==> src/hw/via_pkg.sv <==
// Constants for the vectored interrupt aggregator.
package via_pkg;
  localparam logic [7:0] STD_IRQ_ENABLE_ADDR = 8'hA8;
  localparam logic [7:0] IRQ_SENSE_ADDR = 8'h88;
  localparam logic [15:0] IRQ_VECTOR_ADDR = 16'hFF92;
  localparam logic [7:0] STD_IRQ_ENABLE_RESET = 8'h00;
  localparam logic [7:0] IRQ_VECTOR_RESET = 8'h00;
  localparam logic [7:0] STD_IRQ_ENABLE_WMASK = 8'h9F;
  localparam int EXT0_EN_BIT = 0;
  localparam int TIMER0_EN_BIT = 1;
  localparam int EXT1_EN_BIT = 2;
  localparam int TIMER1_EN_BIT = 3;
  localparam int SERIAL_EN_BIT = 4;
  localparam int GLOBAL_EN_BIT = 7;
  localparam int SENSE_LEVEL_BIT = 0;
  localparam int NUM_STD_SOURCES = 5;
  localparam int NUM_GROUPS = 8;
  localparam int GROUP_SIZE = 8;
  localparam int NUM_SOURCES = 64;
  localparam logic [15:0] EXT0_SERVICE_ADDR = 16'h0003;
  localparam logic [15:0] TIMER0_SERVICE_ADDR = 16'h000B;
  localparam logic [15:0] EXT1_SERVICE_ADDR = 16'h0013;
  localparam logic [15:0] TIMER1_SERVICE_ADDR = 16'h001B;
  localparam logic [15:0] SERIAL_SERVICE_ADDR = 16'h0023;
  localparam logic [15:0] RESET_START_ADDR = 16'h0000;
  typedef enum logic [0:0] {
    VIA_SENSE_EDGE = 1'b0,
    VIA_SENSE_LEVEL = 1'b1
  } via_sense_type;
endpackage : via_pkg

==> src/hw/via_fcfs_group.sv <==
// One group of eight sources kept in arrival order.
module via_fcfs_group
  import via_pkg::*;
(
  input wire logic clk,
  input wire logic reset_n,
  input wire logic [7:0] reqEvent,
  input wire logic retire,
  input wire logic [2:0] retireIdx,
  output logic headValid,
  output logic [2:0] headIdx
);
  logic [7:0] pend_q;
  logic [7:0] pend_d;
  logic [7:0] older_q [0:7];
  logic [7:0] older_d [0:7];
  logic [7:0] retireMask;
  logic [7:0] newArr;
  logic [7:0] kept;
  logic cand;

  always_comb begin
    retireMask = retire ? (8'h01 << retireIdx) : 8'h00;
    kept = pend_q & ~retireMask;
    // A request arriving as its source retires counts as a new arrival.
    newArr = reqEvent & ~kept;
    pend_d = kept | reqEvent;
    for (int i = 0; i < GROUP_SIZE; i++) begin
      older_d[i] = older_q[i];
    end
    for (int i = 0; i < GROUP_SIZE; i++) begin
      if (newArr[i]) begin
        for (int j = 0; j < GROUP_SIZE; j++) begin
          older_d[i][j] = newArr[j] && (i < j);
          older_d[j][i] = kept[j] || (newArr[j] && (j < i));
        end
      end
    end
    headValid = 1'b0;
    headIdx = 3'h0;
    for (int i = GROUP_SIZE - 1; i >= 0; i--) begin
      cand = pend_q[i];
      for (int j = 0; j < GROUP_SIZE; j++) begin
        if (pend_q[j] && older_q[j][i]) begin
          cand = 1'b0;
        end
      end
      if (cand) begin
        headValid = 1'b1;
        headIdx = i[2:0];
      end
    end
  end

  always_ff @(posedge clk) begin
    if (!reset_n) begin
      pend_q <= 8'h00;
      for (int i = 0; i < GROUP_SIZE; i++) begin
        older_q[i] <= 8'h00;
      end
    end else begin
      pend_q <= pend_d;
      for (int i = 0; i < GROUP_SIZE; i++) begin
        older_q[i] <= older_d[i];
      end
    end
  end
endmodule : via_fcfs_group

==> src/hw/via_interrupt_aggregator.sv <==
// Interrupt aggregator with standard enables and the internal vector register.

module via_interrupt_aggregator
  import via_pkg::*;
(
  input wire logic clk,
  input wire logic reset_n,
  input wire logic sfrWrite,
  input wire logic sfrRead,
  input wire logic [7:0] sfrAddr,
  input wire logic [7:0] sfrWdata,
  output logic [7:0] sfrRdata,
  input wire logic xWrite,
  input wire logic xRead,
  input wire logic [15:0] xAddr,
  input wire logic [7:0] xWdata,
  output logic [7:0] xRdata,
  input wire logic [NUM_SOURCES-1:0] periphIrqEvent,
  input wire logic timer0Req,
  input wire logic ext1Req,
  input wire logic timer1Req,
  input wire logic serialReq,
  input wire logic ext0Ack,
  output logic combinedPeripheralIrq_n,
  output logic [NUM_STD_SOURCES-1:0] coreIrqReq,
  output logic [15:0] serviceAddr
);
  logic [7:0] stdIrqEnableReg_q;
  logic [7:0] stdIrqEnableReg_d;
  via_sense_type ext0Sense_q;
  via_sense_type ext0Sense_d;
  logic [7:0] irqVectorReg_q;
  logic [7:0] irqVectorReg_d;
  logic vecValid_q;
  logic vecValid_d;
  logic [7:0] sfrRdata_q;
  logic [7:0] sfrRdata_d;
  logic [7:0] xRdata_q;
  logic [7:0] xRdata_d;
  logic combinedPeripheralIrq_n_q;
  logic combinedPeripheralIrq_n_d;
  logic combinedPrev_q;
  logic combinedPrev_d;
  logic ext0Flag_q;
  logic ext0Flag_d;
  logic [NUM_STD_SOURCES-1:0] coreIrqReq_q;
  logic [NUM_STD_SOURCES-1:0] coreIrqReq_d;
  logic [15:0] serviceAddr_q;
  logic [15:0] serviceAddr_d;
  logic [NUM_GROUPS-1:0] grpValid;
  logic [2:0] grpHead [0:NUM_GROUPS-1];
  logic [NUM_GROUPS-1:0] grpRetire;
  logic vecWrite;
  logic enWrite;
  logic senseWrite;
  logic anyPending;
  logic ext0Req;
  logic [NUM_STD_SOURCES-1:0] rawReq;
  logic [NUM_STD_SOURCES-1:0] enabledReq;

  function automatic logic [7:0] make_vector(input logic [3:0] grp, input logic [2:0] idx);
    // Group and index form the code; the lowest bit stays zero.
    make_vector = {grp, idx, 1'b0};
  endfunction : make_vector

  function automatic logic [3:0] group_of(input int g);
    // Group slot g holds the sources of vector group g plus one.
    group_of = 4'(g + 1);
  endfunction : group_of

  function automatic logic vec_hit(input logic [15:0] a);
    // Only the vector register is mapped in the external space.
    vec_hit = (a == IRQ_VECTOR_ADDR);
  endfunction : vec_hit

  function automatic logic sfr_hit(input logic [7:0] a, input logic [7:0] target);
    sfr_hit = (a == target);
  endfunction : sfr_hit

  function automatic logic [NUM_STD_SOURCES-1:0] enabled_requests(input logic [NUM_STD_SOURCES-1:0] req,
    input logic [7:0] en);
    // A cleared global enable masks every source.
    enabled_requests = '0;
    if (en[GLOBAL_EN_BIT]) begin
      enabled_requests = req & en[NUM_STD_SOURCES-1:0];
    end
  endfunction : enabled_requests

  function automatic logic [15:0] std_address(input logic [NUM_STD_SOURCES-1:0] req);
    std_address = RESET_START_ADDR;
    if (req[SERIAL_EN_BIT]) begin
      std_address = SERIAL_SERVICE_ADDR;
    end
    if (req[TIMER1_EN_BIT]) begin
      std_address = TIMER1_SERVICE_ADDR;
    end
    if (req[EXT1_EN_BIT]) begin
      std_address = EXT1_SERVICE_ADDR;
    end
    if (req[TIMER0_EN_BIT]) begin
      std_address = TIMER0_SERVICE_ADDR;
    end
    if (req[EXT0_EN_BIT]) begin
      std_address = EXT0_SERVICE_ADDR;
    end
  endfunction : std_address

  assign vecWrite = xWrite && vec_hit(xAddr);
  assign enWrite = sfrWrite && sfr_hit(sfrAddr, STD_IRQ_ENABLE_ADDR);
  assign senseWrite = sfrWrite && sfr_hit(sfrAddr, IRQ_SENSE_ADDR);

  for (genvar g = 0; g < NUM_GROUPS; g++) begin : gen_group
    assign grpRetire[g] = vecWrite && vecValid_q && (irqVectorReg_q[7:4] == group_of(g));
    via_fcfs_group u_group (
      .clk(clk),
      .reset_n(reset_n),
      .reqEvent(periphIrqEvent[g*GROUP_SIZE +: GROUP_SIZE]),
      .retire(grpRetire[g]),
      .retireIdx(irqVectorReg_q[3:1]),
      .headValid(grpValid[g]),
      .headIdx(grpHead[g])
    );
  end

  always_comb begin
    irqVectorReg_d = IRQ_VECTOR_RESET;
    vecValid_d = 1'b0;
    for (int g = 0; g < NUM_GROUPS; g++) begin
      if (grpValid[g]) begin
        vecValid_d = 1'b1;
        irqVectorReg_d = make_vector(group_of(g), grpHead[g]);
      end
    end
    // Nothing pending leaves the code at zero.
    if (!vecValid_d) begin
      irqVectorReg_d = IRQ_VECTOR_RESET;
    end
  end

  always_ff @(posedge clk) begin
    if (!reset_n) begin
      irqVectorReg_q <= IRQ_VECTOR_RESET;
      vecValid_q <= 1'b0;
    end else begin
      irqVectorReg_q <= irqVectorReg_d;
      vecValid_q <= vecValid_d;
    end
  end

  always_comb begin
    stdIrqEnableReg_d = stdIrqEnableReg_q;
    ext0Sense_d = ext0Sense_q;
    // Reserved bits five and six stay zero.
    if (enWrite) begin
      stdIrqEnableReg_d = sfrWdata & STD_IRQ_ENABLE_WMASK;
    end
    if (senseWrite) begin
      ext0Sense_d = sfrWdata[SENSE_LEVEL_BIT] ? VIA_SENSE_LEVEL : VIA_SENSE_EDGE;
    end
  end

  always_ff @(posedge clk) begin
    if (!reset_n) begin
      stdIrqEnableReg_q <= STD_IRQ_ENABLE_RESET;
      ext0Sense_q <= VIA_SENSE_EDGE;
    end else begin
      stdIrqEnableReg_q <= stdIrqEnableReg_d;
      ext0Sense_q <= ext0Sense_d;
    end
  end

  always_comb begin
    sfrRdata_d = sfrRdata_q;
    if (sfrRead) begin
      unique case (sfrAddr)
        STD_IRQ_ENABLE_ADDR: begin
          sfrRdata_d = stdIrqEnableReg_q;
        end
        IRQ_SENSE_ADDR: begin
          sfrRdata_d = {7'h00, ext0Sense_q};
        end
        default: begin
          sfrRdata_d = 8'h00;
        end
      endcase
    end
    xRdata_d = xRdata_q;
    if (xRead) begin
      xRdata_d = vec_hit(xAddr) ? {irqVectorReg_q[7:1], 1'b0} : 8'h00;
    end
  end

  always_ff @(posedge clk) begin
    if (!reset_n) begin
      sfrRdata_q <= 8'h00;
      xRdata_q <= 8'h00;
    end else begin
      sfrRdata_q <= sfrRdata_d;
      xRdata_q <= xRdata_d;
    end
  end

  always_comb begin
    // Any pending internal source drives the combined request.
    anyPending = |grpValid;
    // Held low while anything remains pending.
    combinedPeripheralIrq_n_d = !anyPending;
    combinedPrev_d = combinedPeripheralIrq_n_q;
    ext0Flag_d = ext0Flag_q;
    if (ext0Ack) begin
      ext0Flag_d = 1'b0;
    end
    // Falling edge sets the flag; set beats acknowledge.
    if (combinedPrev_q && !combinedPeripheralIrq_n_q) begin
      ext0Flag_d = 1'b1;
    end
  end

  always_ff @(posedge clk) begin
    if (!reset_n) begin
      combinedPeripheralIrq_n_q <= 1'b1;
      combinedPrev_q <= 1'b1;
      ext0Flag_q <= 1'b0;
    end else begin
      combinedPeripheralIrq_n_q <= combinedPeripheralIrq_n_d;
      combinedPrev_q <= combinedPrev_d;
      ext0Flag_q <= ext0Flag_d;
    end
  end

  always_comb begin
    if (ext0Sense_q == VIA_SENSE_LEVEL) begin
      ext0Req = !combinedPeripheralIrq_n_q;
    end else begin
      ext0Req = ext0Flag_q;
    end
    // Standard sources in their enable positions.
    rawReq = '0;
    rawReq[EXT0_EN_BIT] = ext0Req;
    rawReq[TIMER0_EN_BIT] = timer0Req;
    rawReq[EXT1_EN_BIT] = ext1Req;
    rawReq[TIMER1_EN_BIT] = timer1Req;
    rawReq[SERIAL_EN_BIT] = serialReq;
    enabledReq = enabled_requests(rawReq, stdIrqEnableReg_q);
    coreIrqReq_d = enabledReq;
    // Service address, start address when idle.
    serviceAddr_d = std_address(enabledReq);
  end

  always_ff @(posedge clk) begin
    if (!reset_n) begin
      coreIrqReq_q <= '0;
      serviceAddr_q <= RESET_START_ADDR;
    end else begin
      coreIrqReq_q <= coreIrqReq_d;
      serviceAddr_q <= serviceAddr_d;
    end
  end

  assign sfrRdata = sfrRdata_q;
  assign xRdata = xRdata_q;
  assign combinedPeripheralIrq_n = combinedPeripheralIrq_n_q;
  assign coreIrqReq = coreIrqReq_q;
  assign serviceAddr = serviceAddr_q;
endmodule : via_interrupt_aggregator

==> config.mk <==
export PLATFORM = sky130hd
export DESIGN_NAME = via_interrupt_aggregator
export DESIGN_NICKNAME = d
export VERILOG_FILES = /design/src/hw/via_pkg.sv /design/src/hw/via_fcfs_group.sv /design/src/hw/via_interrupt_aggregator.sv
export SDC_FILE = /design/constraint.sdc
export NUM_CORES = 1
export LEC_CHECK = 0
export BUFFER_PORTS_ARGS = -buffer_cell sky130_fd_sc_hd__buf_2
export CAP_MARGIN = 40
export CORE_AREA = 2 2 214 216
export CTS_CLUSTER_DIAMETER = 120
export DETAILED_ROUTE_END_ITERATION = 16
export DIE_AREA = 0 0 216 218
export PLACE_DENSITY_LB_ADDON = 0.08
export SYNTH_ARGS = -nofsm -noshare
export SYNTH_HDL_FRONTEND = slang
export SYNTH_SLANG_ARGS = --single-unit
==> constraint.sdc <==
create_clock -name clk -period 6.8 [get_ports clk]
set_input_delay 0.34 -clock clk [delete_from_list [all_inputs] [get_ports clk]]
set_output_delay 0.34 -clock clk [all_outputs]
set_load 0.01 [all_outputs]
# ---- Word-level counts from Yosys, hierarchy flattened
# Memory sizes are Yosys's and may differ from the RTL's.
# Index checks and enable logic that the tools add are counted.
# Widths: inputs -> output; s select.
dict set report classes {
  eq_ne 11
  n_shift 1
  n_reduce_logical 590
  bitwise 107
  muxes 1254
}
# op n
set op_table {}
lappend op_table {{$mux 8} 144}
lappend op_table {{$mux 1} 1038}
lappend op_table {{$logic_and 1x1->1} 525}
lappend op_table {{$mux 3} 64}
lappend op_table {{$and 8x8->8} 16}
lappend op_table {{$not 8->8} 16}
lappend op_table {{$or 1x1->1} 64}
lappend op_table {{$or 8x8->8} 8}
lappend op_table {{$logic_or 1x1->1} 56}
lappend op_table {{$mux 5} 4}
lappend op_table {{$eq 16x16->1 const B} 1}
lappend op_table {{$eq 4x3->1 const B} 4}
lappend op_table {{$eq 8x8->1 const B} 2}
lappend op_table {{$pmux 8 s2} 1}
lappend op_table {{$eq 4x2->1 const B} 2}
lappend op_table {{$reduce_or 8->1} 1}
lappend op_table {{$shl 1x3->8 const A} 1}
lappend op_table {{$mux 6} 1}
lappend op_table {{$reduce_or 3->1} 2}
lappend op_table {{$and 5x5->5} 1}
lappend op_table {{$reduce_or 5->1} 1}
lappend op_table {{$eq 4x1->1 const B} 1}
lappend op_table {{$eq 4x4->1 const B} 1}
lappend op_table {{$mux 4} 1}
lappend op_table {{other kinds (6)} 8}
dict set report totals {
  inputBits 115
  elab_cells 1994
  reg_bits 109
  memories 8
  ram_bits 512
  output_inout_bits 38
}
# name depth word_bits rd rd_clocked_by_memory_dff wr line
set memory_table {}
lappend memory_table {{gen_group[0].u_group.older_q} 8 8 8 0 8 via_fcfs_group.sv:15} ;# logic [7:0] older_q [0:7];
lappend memory_table {{gen_group[1].u_group.older_q} 8 8 8 0 8 via_fcfs_group.sv:15}
lappend memory_table {{gen_group[2].u_group.older_q} 8 8 8 0 8 via_fcfs_group.sv:15}
lappend memory_table {{gen_group[3].u_group.older_q} 8 8 8 0 8 via_fcfs_group.sv:15}
lappend memory_table {{gen_group[4].u_group.older_q} 8 8 8 0 8 via_fcfs_group.sv:15}
lappend memory_table {{gen_group[5].u_group.older_q} 8 8 8 0 8 via_fcfs_group.sv:15}
lappend memory_table {{+2 memories} - - - - - -}

# ---- Depth between registers and ports, before layout
# Gate-level depths: netlist of the first run.
# An unclocked memory read counts as a cell.
dict set report logic_depth {
  ltp_word 28
  ltp_mapped 10
  mapped_depth_nobuf 8
}

# ---- By module
# Synthesis of the first run repeated with hierarchy kept, for this count alone.
dict set report hier_totals {
  cells_unflattened 3037
  area_unflattened_um2 26457.9
}
# mod cells_per_inst n_inst area_per_inst_um2 seq_area_each_um2
set by_module_without_submodules {}
lappend by_module_without_submodules {via_fcfs_group 353 8 3076.7 1441.4}
lappend by_module_without_submodules {via_interrupt_aggregator 213 1 1844.3 800.8}

# ---- Worst setup path after synthesis of the first run
# No wires, ideal clock.
dict set report synth_timing {
  kind {input port to flip-flop}
  from {in xAddr[2]}
  to {mem gen_group[4].u_group.older_q[5][2] (netlist: gen_group[4].u_group.older_q[1][10])}
  arrival_ps 2857
  path_slack_ps 3824
  path_buffers 1
  cell_stages 9
  setup_ps 119
  t_required_ps 6681
  path_cell_list {or4b_1 > or4_4 > nor4_4 > nand2_4 > o21ai_4 > and2_2 > buf_6 > nor2_1 > o221a_2}
}
# element line
set synth_rtl {}
lappend synth_rtl {{from (decl)} via_interrupt_aggregator.sv:15} ;# input wire logic [15:0] xAddr,
lappend synth_rtl {{to (decl)} via_fcfs_group.sv:15}

# ---- Final worst setup path of the first run
dict set report layout_timing {
  from {reg gen_group[1].u_group.pend_q[1]}
  to {reg irqVectorReg_q[1]}
}
dict set report layout_via {
  elab_chain_len 24
  elab_cells_between_ends 96
  cone_classes {mux: 87; reduce/logical: 9}
}
# element line
set layout_rtl {}
lappend layout_rtl {{from (decl)} via_fcfs_group.sv:13} ;# logic [7:0] pend_q;
lappend layout_rtl {{from (signal assigned)} via_fcfs_group.sv:62} ;# pend_q <= pend_d;
lappend layout_rtl {{$logic_and 1x1->1} via_fcfs_group.sv:44} ;# if (pend_q[j] && older_q[j][i]) begin
lappend layout_rtl {{$mux 1 (7 in series)} via_fcfs_group.sv:44}
lappend layout_rtl {{$mux 1 (8 in series)} via_fcfs_group.sv:48} ;# if (cand) begin
lappend layout_rtl {{$mux 1 (7 in series)} via_interrupt_aggregator.sv:129} ;# if (grpValid[g]) begin
lappend layout_rtl {{$reduce_and 2->1 (no line)} -}
lappend layout_rtl {{to (signal assigned)} via_interrupt_aggregator.sv:145} ;# irqVectorReg_q <= irqVectorReg_d;
lappend layout_rtl {{to (decl)} via_interrupt_aggregator.sv:32} ;# logic [7:0] irqVectorReg_q;
# Several ways; a longest one is shown, not always the timed one.
# A chain may end at the register's enable or synchronous reset.

==> results of run 1 <==
## registers in the layout, indices dropped and copies added, names as in the netlist
name and count:
gen_group.u_group.older_q 512, gen_group.u_group.pend_q 64, irqVectorReg_q 7, xRdata 7
sfrRdata 6, stdIrqEnableReg_q 6, coreIrqReq 5, serviceAddr 4
combinedPeripheralIrq_n 1, combinedPrev_q 1, ext0Flag_q 1, ext0Sense_q 1
vecValid_q 1
## tightest hold or removal path, stage by stage
cell and delay, ns:
buf_2 0.11, nand2_1 0.08, nor2_1 0.04
## final timing paths
| kind | endpoint | cells after the start | slack (ns) | start |
|---|---|---|---|---|
| min | coreIrqReq[1]$_SDFF_PN0_ | 3 | 0.03 | timer0Req |
| max reg2reg | irqVectorReg_q[1]$_SDFF_PN0_ | 8 | 3.41 | gen_group[1].u_group.pend_q[1]$_SDFF_PN0_ |
| max | irqVectorReg_q[1]$_SDFF_PN0_ | 8 | 3.41 | gen_group[1].u_group.pend_q[1]$_SDFF_PN0_ |
| min reg2reg | ext0Flag_q$_SDFFE_PN0P_ | 2 | 0.46 | combinedPrev_q$_SDFF_PN1_ |
## final cells by class
class	instances	area (um^2)	area share, %
multi-input cells	2063	12800	43.8
flip-flops and latches	616	12300	42.0
clock buffers	107	2150	7.34
repair buffers	152	890	3.03
well taps	600	751	2.56
inverters	74	278	0.946
clock inverters	9	101	0.345
diodes	3	7.51	0.0256
## power groups by stage
stage | Clock (mW) | Sequential (mW) | Combinational [mW]
floorplan | 0 | 4.01 | 0.864
global placement | 0 | 4.13 | 1.05
detailed placement | 0 | 4.14 | 1.09
CTS | 3.73 | 4.06 | 1.10
global route | 3.88 | 4.10 | 1.22
finish | 3.70 | 4.07 | 1.13
## cells in the mapped netlist (all sizes together) (54+ instances only)
cell / instances / area (um^2)
a21oi: 389 / 1950
a22oi: 181 / 1360
and3: 67 / 419
buf: 89 / 563
clkbuf: 157 / 589
dfxtp: 616 / 12300
inv: 72 / 270
nand2: 211 / 820
nand2b: 54 / 338
nor2: 313 / 1180
o21ai: 206 / 1150
o221a: 176 / 1980
## metrics by stage
stage / cells / instance area, um^2
after global routing: 3623 / 29400
after global placement: 3491 / 26900
after CTS: 3621 / 29400
after detailed placement: 3497 / 27000
after floorplan: 2999 / 26600
final: 3624 / 29400
## layout by cell type (no fill, tap or decap), drive strengths merged, types with 19 or more instances in the layout
cell type,instances
dfxtp,616
a21oi,389
nor2,313
nand2,211
o21ai,206
a22oi,181
o221a,176
buf,142
clkbuf,107
inv,73
and3,67
nand2b,54
o21a,49
xnor2,49
nand4b,46
o211a,45
nor2b,44
and2,39
nand3,21
nand4,20
a211oi,19
## repair_timing
item / CTS / global route
endpoints found under the setup margin: 0 / 0
hold buffers: 8 / 0
endpoints found under the hold margin: 9 / 0
## metal layers
metal	vias up	GRT usage, %	wire length (um)
met2	1145	51.3	35200
met5	-	0	0
met3	232	5.54	6660
met4	0	13.6	3110
met1	11331	44.8	34100
li1	10868	-	-
## cells by family after synthesis
kind of cell              count (synthesis)  share of synthesized area [%]
DFF                                     616                           46.4
AOI/OAI and AO/OA                      1119                           29.6
xor gates and xnor gates                 49                           1.62
buffers and inverters                   320                           5.38
muxes                                     8                          0.306
other                                     1                         0.0141
and+or+nand+nor                         873                           16.7
==> results.yml, run 1 <==
sta:
  max_freq_ghz: 0.295
  setup_slack_ns: 3.41
  finalMaxSlewViolations: 0
  skew_ns: 0.0191
  finalSetupViolations: 0
  tightest_slew_ns: 0.943
  fin_hold_ws_ns: 0.0251
  finalCritPeriodShare_pct: 49.8
  relSlewSlack_pct: 37.1
  rsz0062_at_grt: "false"
  fin_tns_setup_ns: 0
  hold_viol: 0
  finalCriticalPeriod_ns: 3.39
worst_setup_path:
  worstSetupPathType: "reg2reg"
  slowest_delay_ns: 0.81
  arrival_ns: 3.89
  critPathLaunchType: "register"
  worst_path_max_delay_cell: "o311ai_0"
  required_ns: 7.30
  cp-end-kind: "register"
  cp_top_family: "compound AO/OA/AOI/OAI gates"
  worstPathMaxFanout: 9
  crit_buf_inv: 0
  path_cells: "a22oi_1 -> nand4b_1 -> nor2_1 -> nor4_1 -> o211ai_1 -> o311ai_0 -> a211oi_1 -> o32ai_1"
cells_and_area:
  postLayoutCoreUtil_pct: 65.4
  drive_above_1_share_pct: 15.9
  fillCellCount: 3723
  finalNetCount: 3088
  area_delta_synth_final_pct: 10.5
global_route:
  grt_overflow: 0
  antenna_found_initial: 2
  grt_usage_pct: 32.7
  grt_max_degree: 159
  grt_pass1_vias: 22492
  grt_pass1_wl_um: 123000
power:
  leakage_nw: 12.5
  vdd_drop_max_mv: 0.202
  power_mw: 8.90
  p_comb_share_pct: 12.7
  p_int_mw: 6.50
  p_switching_mw: 2.40
  p_clk_share_pct: 41.6
  seqPwrFrac_pct: 45.8
  swShare_pct: 27.0
  power-per-cell-area_nw_per_um2: 303
clock_network:
  htreeDepth: 3
  cts_setup_buffers: 0
  numCtsBuffers: 66
  clkLatencyLatePin_ns: 0.60
  cts_sinks: 616
  cts_tree: "done"
  cts-root-buf: "clkbuf_16"
  post_cts_resized: 0
  clockBufferDepth: 3
  clkTransAtPathRegs_ns: 0.06
routing:
  antenna_left: 0
  vias: 23576
  drt-initial-drc-count: 2549
  routed_via_density: 6.51
  wl_per_cell_um: 21.8
  first_pass_iters: 6
  drc: 0
  wirelength_um: 79100
synthesis:
  yosysWarnings: 0
  yosys_most_used_dff: "dfxtp_1"
  syn_area_per_cell_um2: 8.89
  synth_cell_type_count: 80
  synthArstFlopShare_pct: 0
  syn_inst: 2986
  synth.ff_latch_count: 616
  syn_area_um2: 26600
  synth_edf_count: 0
  ys_seq_area_share_pct: 46.4
floorplan:
  ios: 153
  die_area_um2: 47100
  core.rowCount: 78
  die_x_um: 216
  initial_core_util_pct: 59.2
  core_um2: 44900
  die_h_um: 218
run:
  drv_cap: 0
place:
  hpwlAfterDp_um: 51500
  numPortBuffers: 128
  place.gp.congestion: 0.923
  dp_slack_ns: 3.06
status:
  status: "completed"
min_path:
  hold_class: "in2reg"
(Power assumes the default switching activity.)
==> inputs of run 2 (changes only) <==
- clock period: 6.8 -> 3.18 ns (I/O delays scaled with it)
==> results.yml, run 2 (synthesis gave the netlist of run 1 again) <==
status:
  status: "completed"
sta:
  relSlewSlack_pct: 47.3
  finalSetupViolations: 0
  finalCriticalPeriod_ns: 3.02
  rsz0062_at_grt: "false"
  hold_viol: 0
  max_freq_ghz: 0.332
  tightest_slew_ns: 0.790
  finalCritPeriodShare_pct: 94.8
  setup_slack_ns: 0.165
  finalMaxSlewViolations: 0
  skew_ns: 0.0223
  fin_tns_setup_ns: 0
clock_network:
  htreeDepth: 3
  cts-root-buf: "clkbuf_16"
  cts_sinks: 616
  numCtsBuffers: 66
  cts_tree: "done"
  clkLatencyLatePin_ns: 0.60
  clkTransAtPathRegs_ns: 0.06
  cts_setup_buffers: 0
  clockBufferDepth: 3
cells_and_area:
  reg_top3: "gen_group.u_group.older_q (512), gen_group.u_group.pend_q (64)"
  finalNetCount: 3269
  drive_above_1_share_pct: 19.1
  regMostFlops: "gen_group.u_group.older_q"
  layout_commonest_cell: "dfxtp_1"
  finalInstanceArea_um2: 30800
  postLayoutCoreUtil_pct: 68.6
  area_delta_synth_final_pct: 16.0
  multi_input_area_um2: 12800
  seq_area_um2: 12300
  largest_reg_flops: 512
  fillCellCount: 3596
  layout_common_cells: "dfxtp_1 (616), a21oi_1 (388), nor2_1 (312)"
routing:
  drc: 0
  antenna_left: 0
  wl_per_cell_um: 21.7
  vias: 24432
  drt-initial-drc-count: 2735
  first_pass_iters: 9
  wirelength_um: 82400
  routed_via_density: 6.42
power:
  power-per-cell-area_nw_per_um2: 622
  vdd_drop_max_mv: 0.505
  seqPwrFrac_pct: 45.5
  p_clk_share_pct: 40.6
  p_switching_mw: 5.20
  p_int_mw: 14.0
  swShare_pct: 27.2
  p_comb_share_pct: 14.0
  leakage_nw: 13.3
global_route:
  grt_usage_pct: 34.0
  antenna_found_initial: 3
  grt_max_degree: 150
  grt_pass1_vias: 23462
  grt_pass1_wl_um: 128000
  grt_overflow: 0
floorplan:
  die_h_um: 218
  die_x_um: 216
  ios: 153
  initial_core_util_pct: 59.2
  die_area_um2: 47100
  core_um2: 44900
  core.rowCount: 78
worst_setup_path:
  ff2ff_path_depth: 7
  worstReg2RegEnd: "irqVectorReg_q[1]$_SDFF_PN0_"
  arrival_ns: 3.48
  worstPathMaxFanout: 10
  required_ns: 3.64
  cp-end-kind: "register"
  critPathLaunchType: "register"
  worstSetupPathType: "reg2reg"
  r2r_slack_ns: 0.16
  reg2reg_from: "gen_group[0].u_group.pend_q[1]$_SDFF_PN0_"
place:
  hpwlAfterDp_um: 54500
  numPortBuffers: 128
  place.gp.congestion: 0.928
  postPlaceCellArea_um2: 28000
  dp_slack_ns: 0.0408
min_path:
  min_from: "periphIrqEvent[3]"
  hold_class: "in2reg"
  min_path_cells: 3
  hold_path_end: "gen_group[0].u_group.older_q[0][25]$_SDFFE_PP0P_"
run:
  drv_cap: 0
-- run 2: power by group through the flow --
stage	Combinational (mW)	Clock, mW	Sequential (mW)
after detailed placement	2.55	0	8.85
after CTS	2.62	7.83	8.69
after global placement	2.46	0	8.83
after floorplan	1.85	0	8.58
after global routing	2.90	8.17	8.75
final	2.67	7.77	8.71
-- run 2: routing by layer --
metal,part of all wire (%),GRT usage (%)
met3,9.1,5.40
met4,3.5,14.4
met2,46,54.7
met5,0.011,0
met1,42,45.6
-- run 2: worst max-delay path by stage --
stage | from | end | slack [ns] | depth (start not counted)
final | gen_group[0].u_group.pend_q[1]$_SDFF_PN0_ | irqVectorReg_q[1]$_SDFF_PN0_ | 0.16 | 7
after CTS | gen_group[0].u_group.pend_q[1]$_SDFF_PN0_ | irqVectorReg_q[1]$_SDFF_PN0_ | 0.21 | 7
after floorplan | xAddr[2] | gen_group[4].u_group.older_q[1][10]$_SDFFE_PP0P_ | 0.39 | 9
after global routing | gen_group[4].u_group.pend_q[3]$_SDFF_PN0_ | irqVectorReg_q[3]$_SDFF_PN0_ | 0.04 | 8
after detailed placement | xAddr[2] | gen_group[6].u_group.older_q[1][6]$_SDFFE_PN0P_ | 0.04 | 9
after global placement | xAddr[2] | gen_group[7].u_group.older_q[0][13]$_SDFFE_PN0P_ | 0.14 | 9
-- run 2: final cells by class --
class | count | area share, %
Antenna cell | 1 | 0.00812
Clock buffer | 101 | 6.61
Clock inverter | 16 | 0.528
Inverter | 74 | 0.902
Multi-Input combinational cell | 2063 | 41.7
Sequential cell | 616 | 40.0
Tap cell | 600 | 2.44
Timing Repair Buffer | 333 | 7.77
-- run 2: per-stage QoR --
step | hold WS (ns) | total power [mW] | std cells
5_1_grt | 0.0193 | 19.8 | 3804
3_5_place_dp | 0.416 | 11.4 | 3627
4_1_cts | 0.000841 | 19.1 | 3803
2_1_floorplan | 0.302 | 10.4 | 2999
3_3_place_gp | 0.393 | 11.3 | 3626
6_report | 0.0181 | 19.2 | 3804
-- run 2: worst max-delay path, stage by stage (launching register included) --
cell and delay [ns]:
dfxtp_1 0.66, a22oi_1 0.15, and4_1 0.30, or4_1 0.57, o211ai_1 0.38, o311ai_0 0.33, a211oi_1 0.36, o32ai_1 0.13
-- run 2: repair_timing --
item                      in CTS  in global routing
hold buffers                  59                  0
resized for setup              0                  0
hold endpoints to repair     113                  0
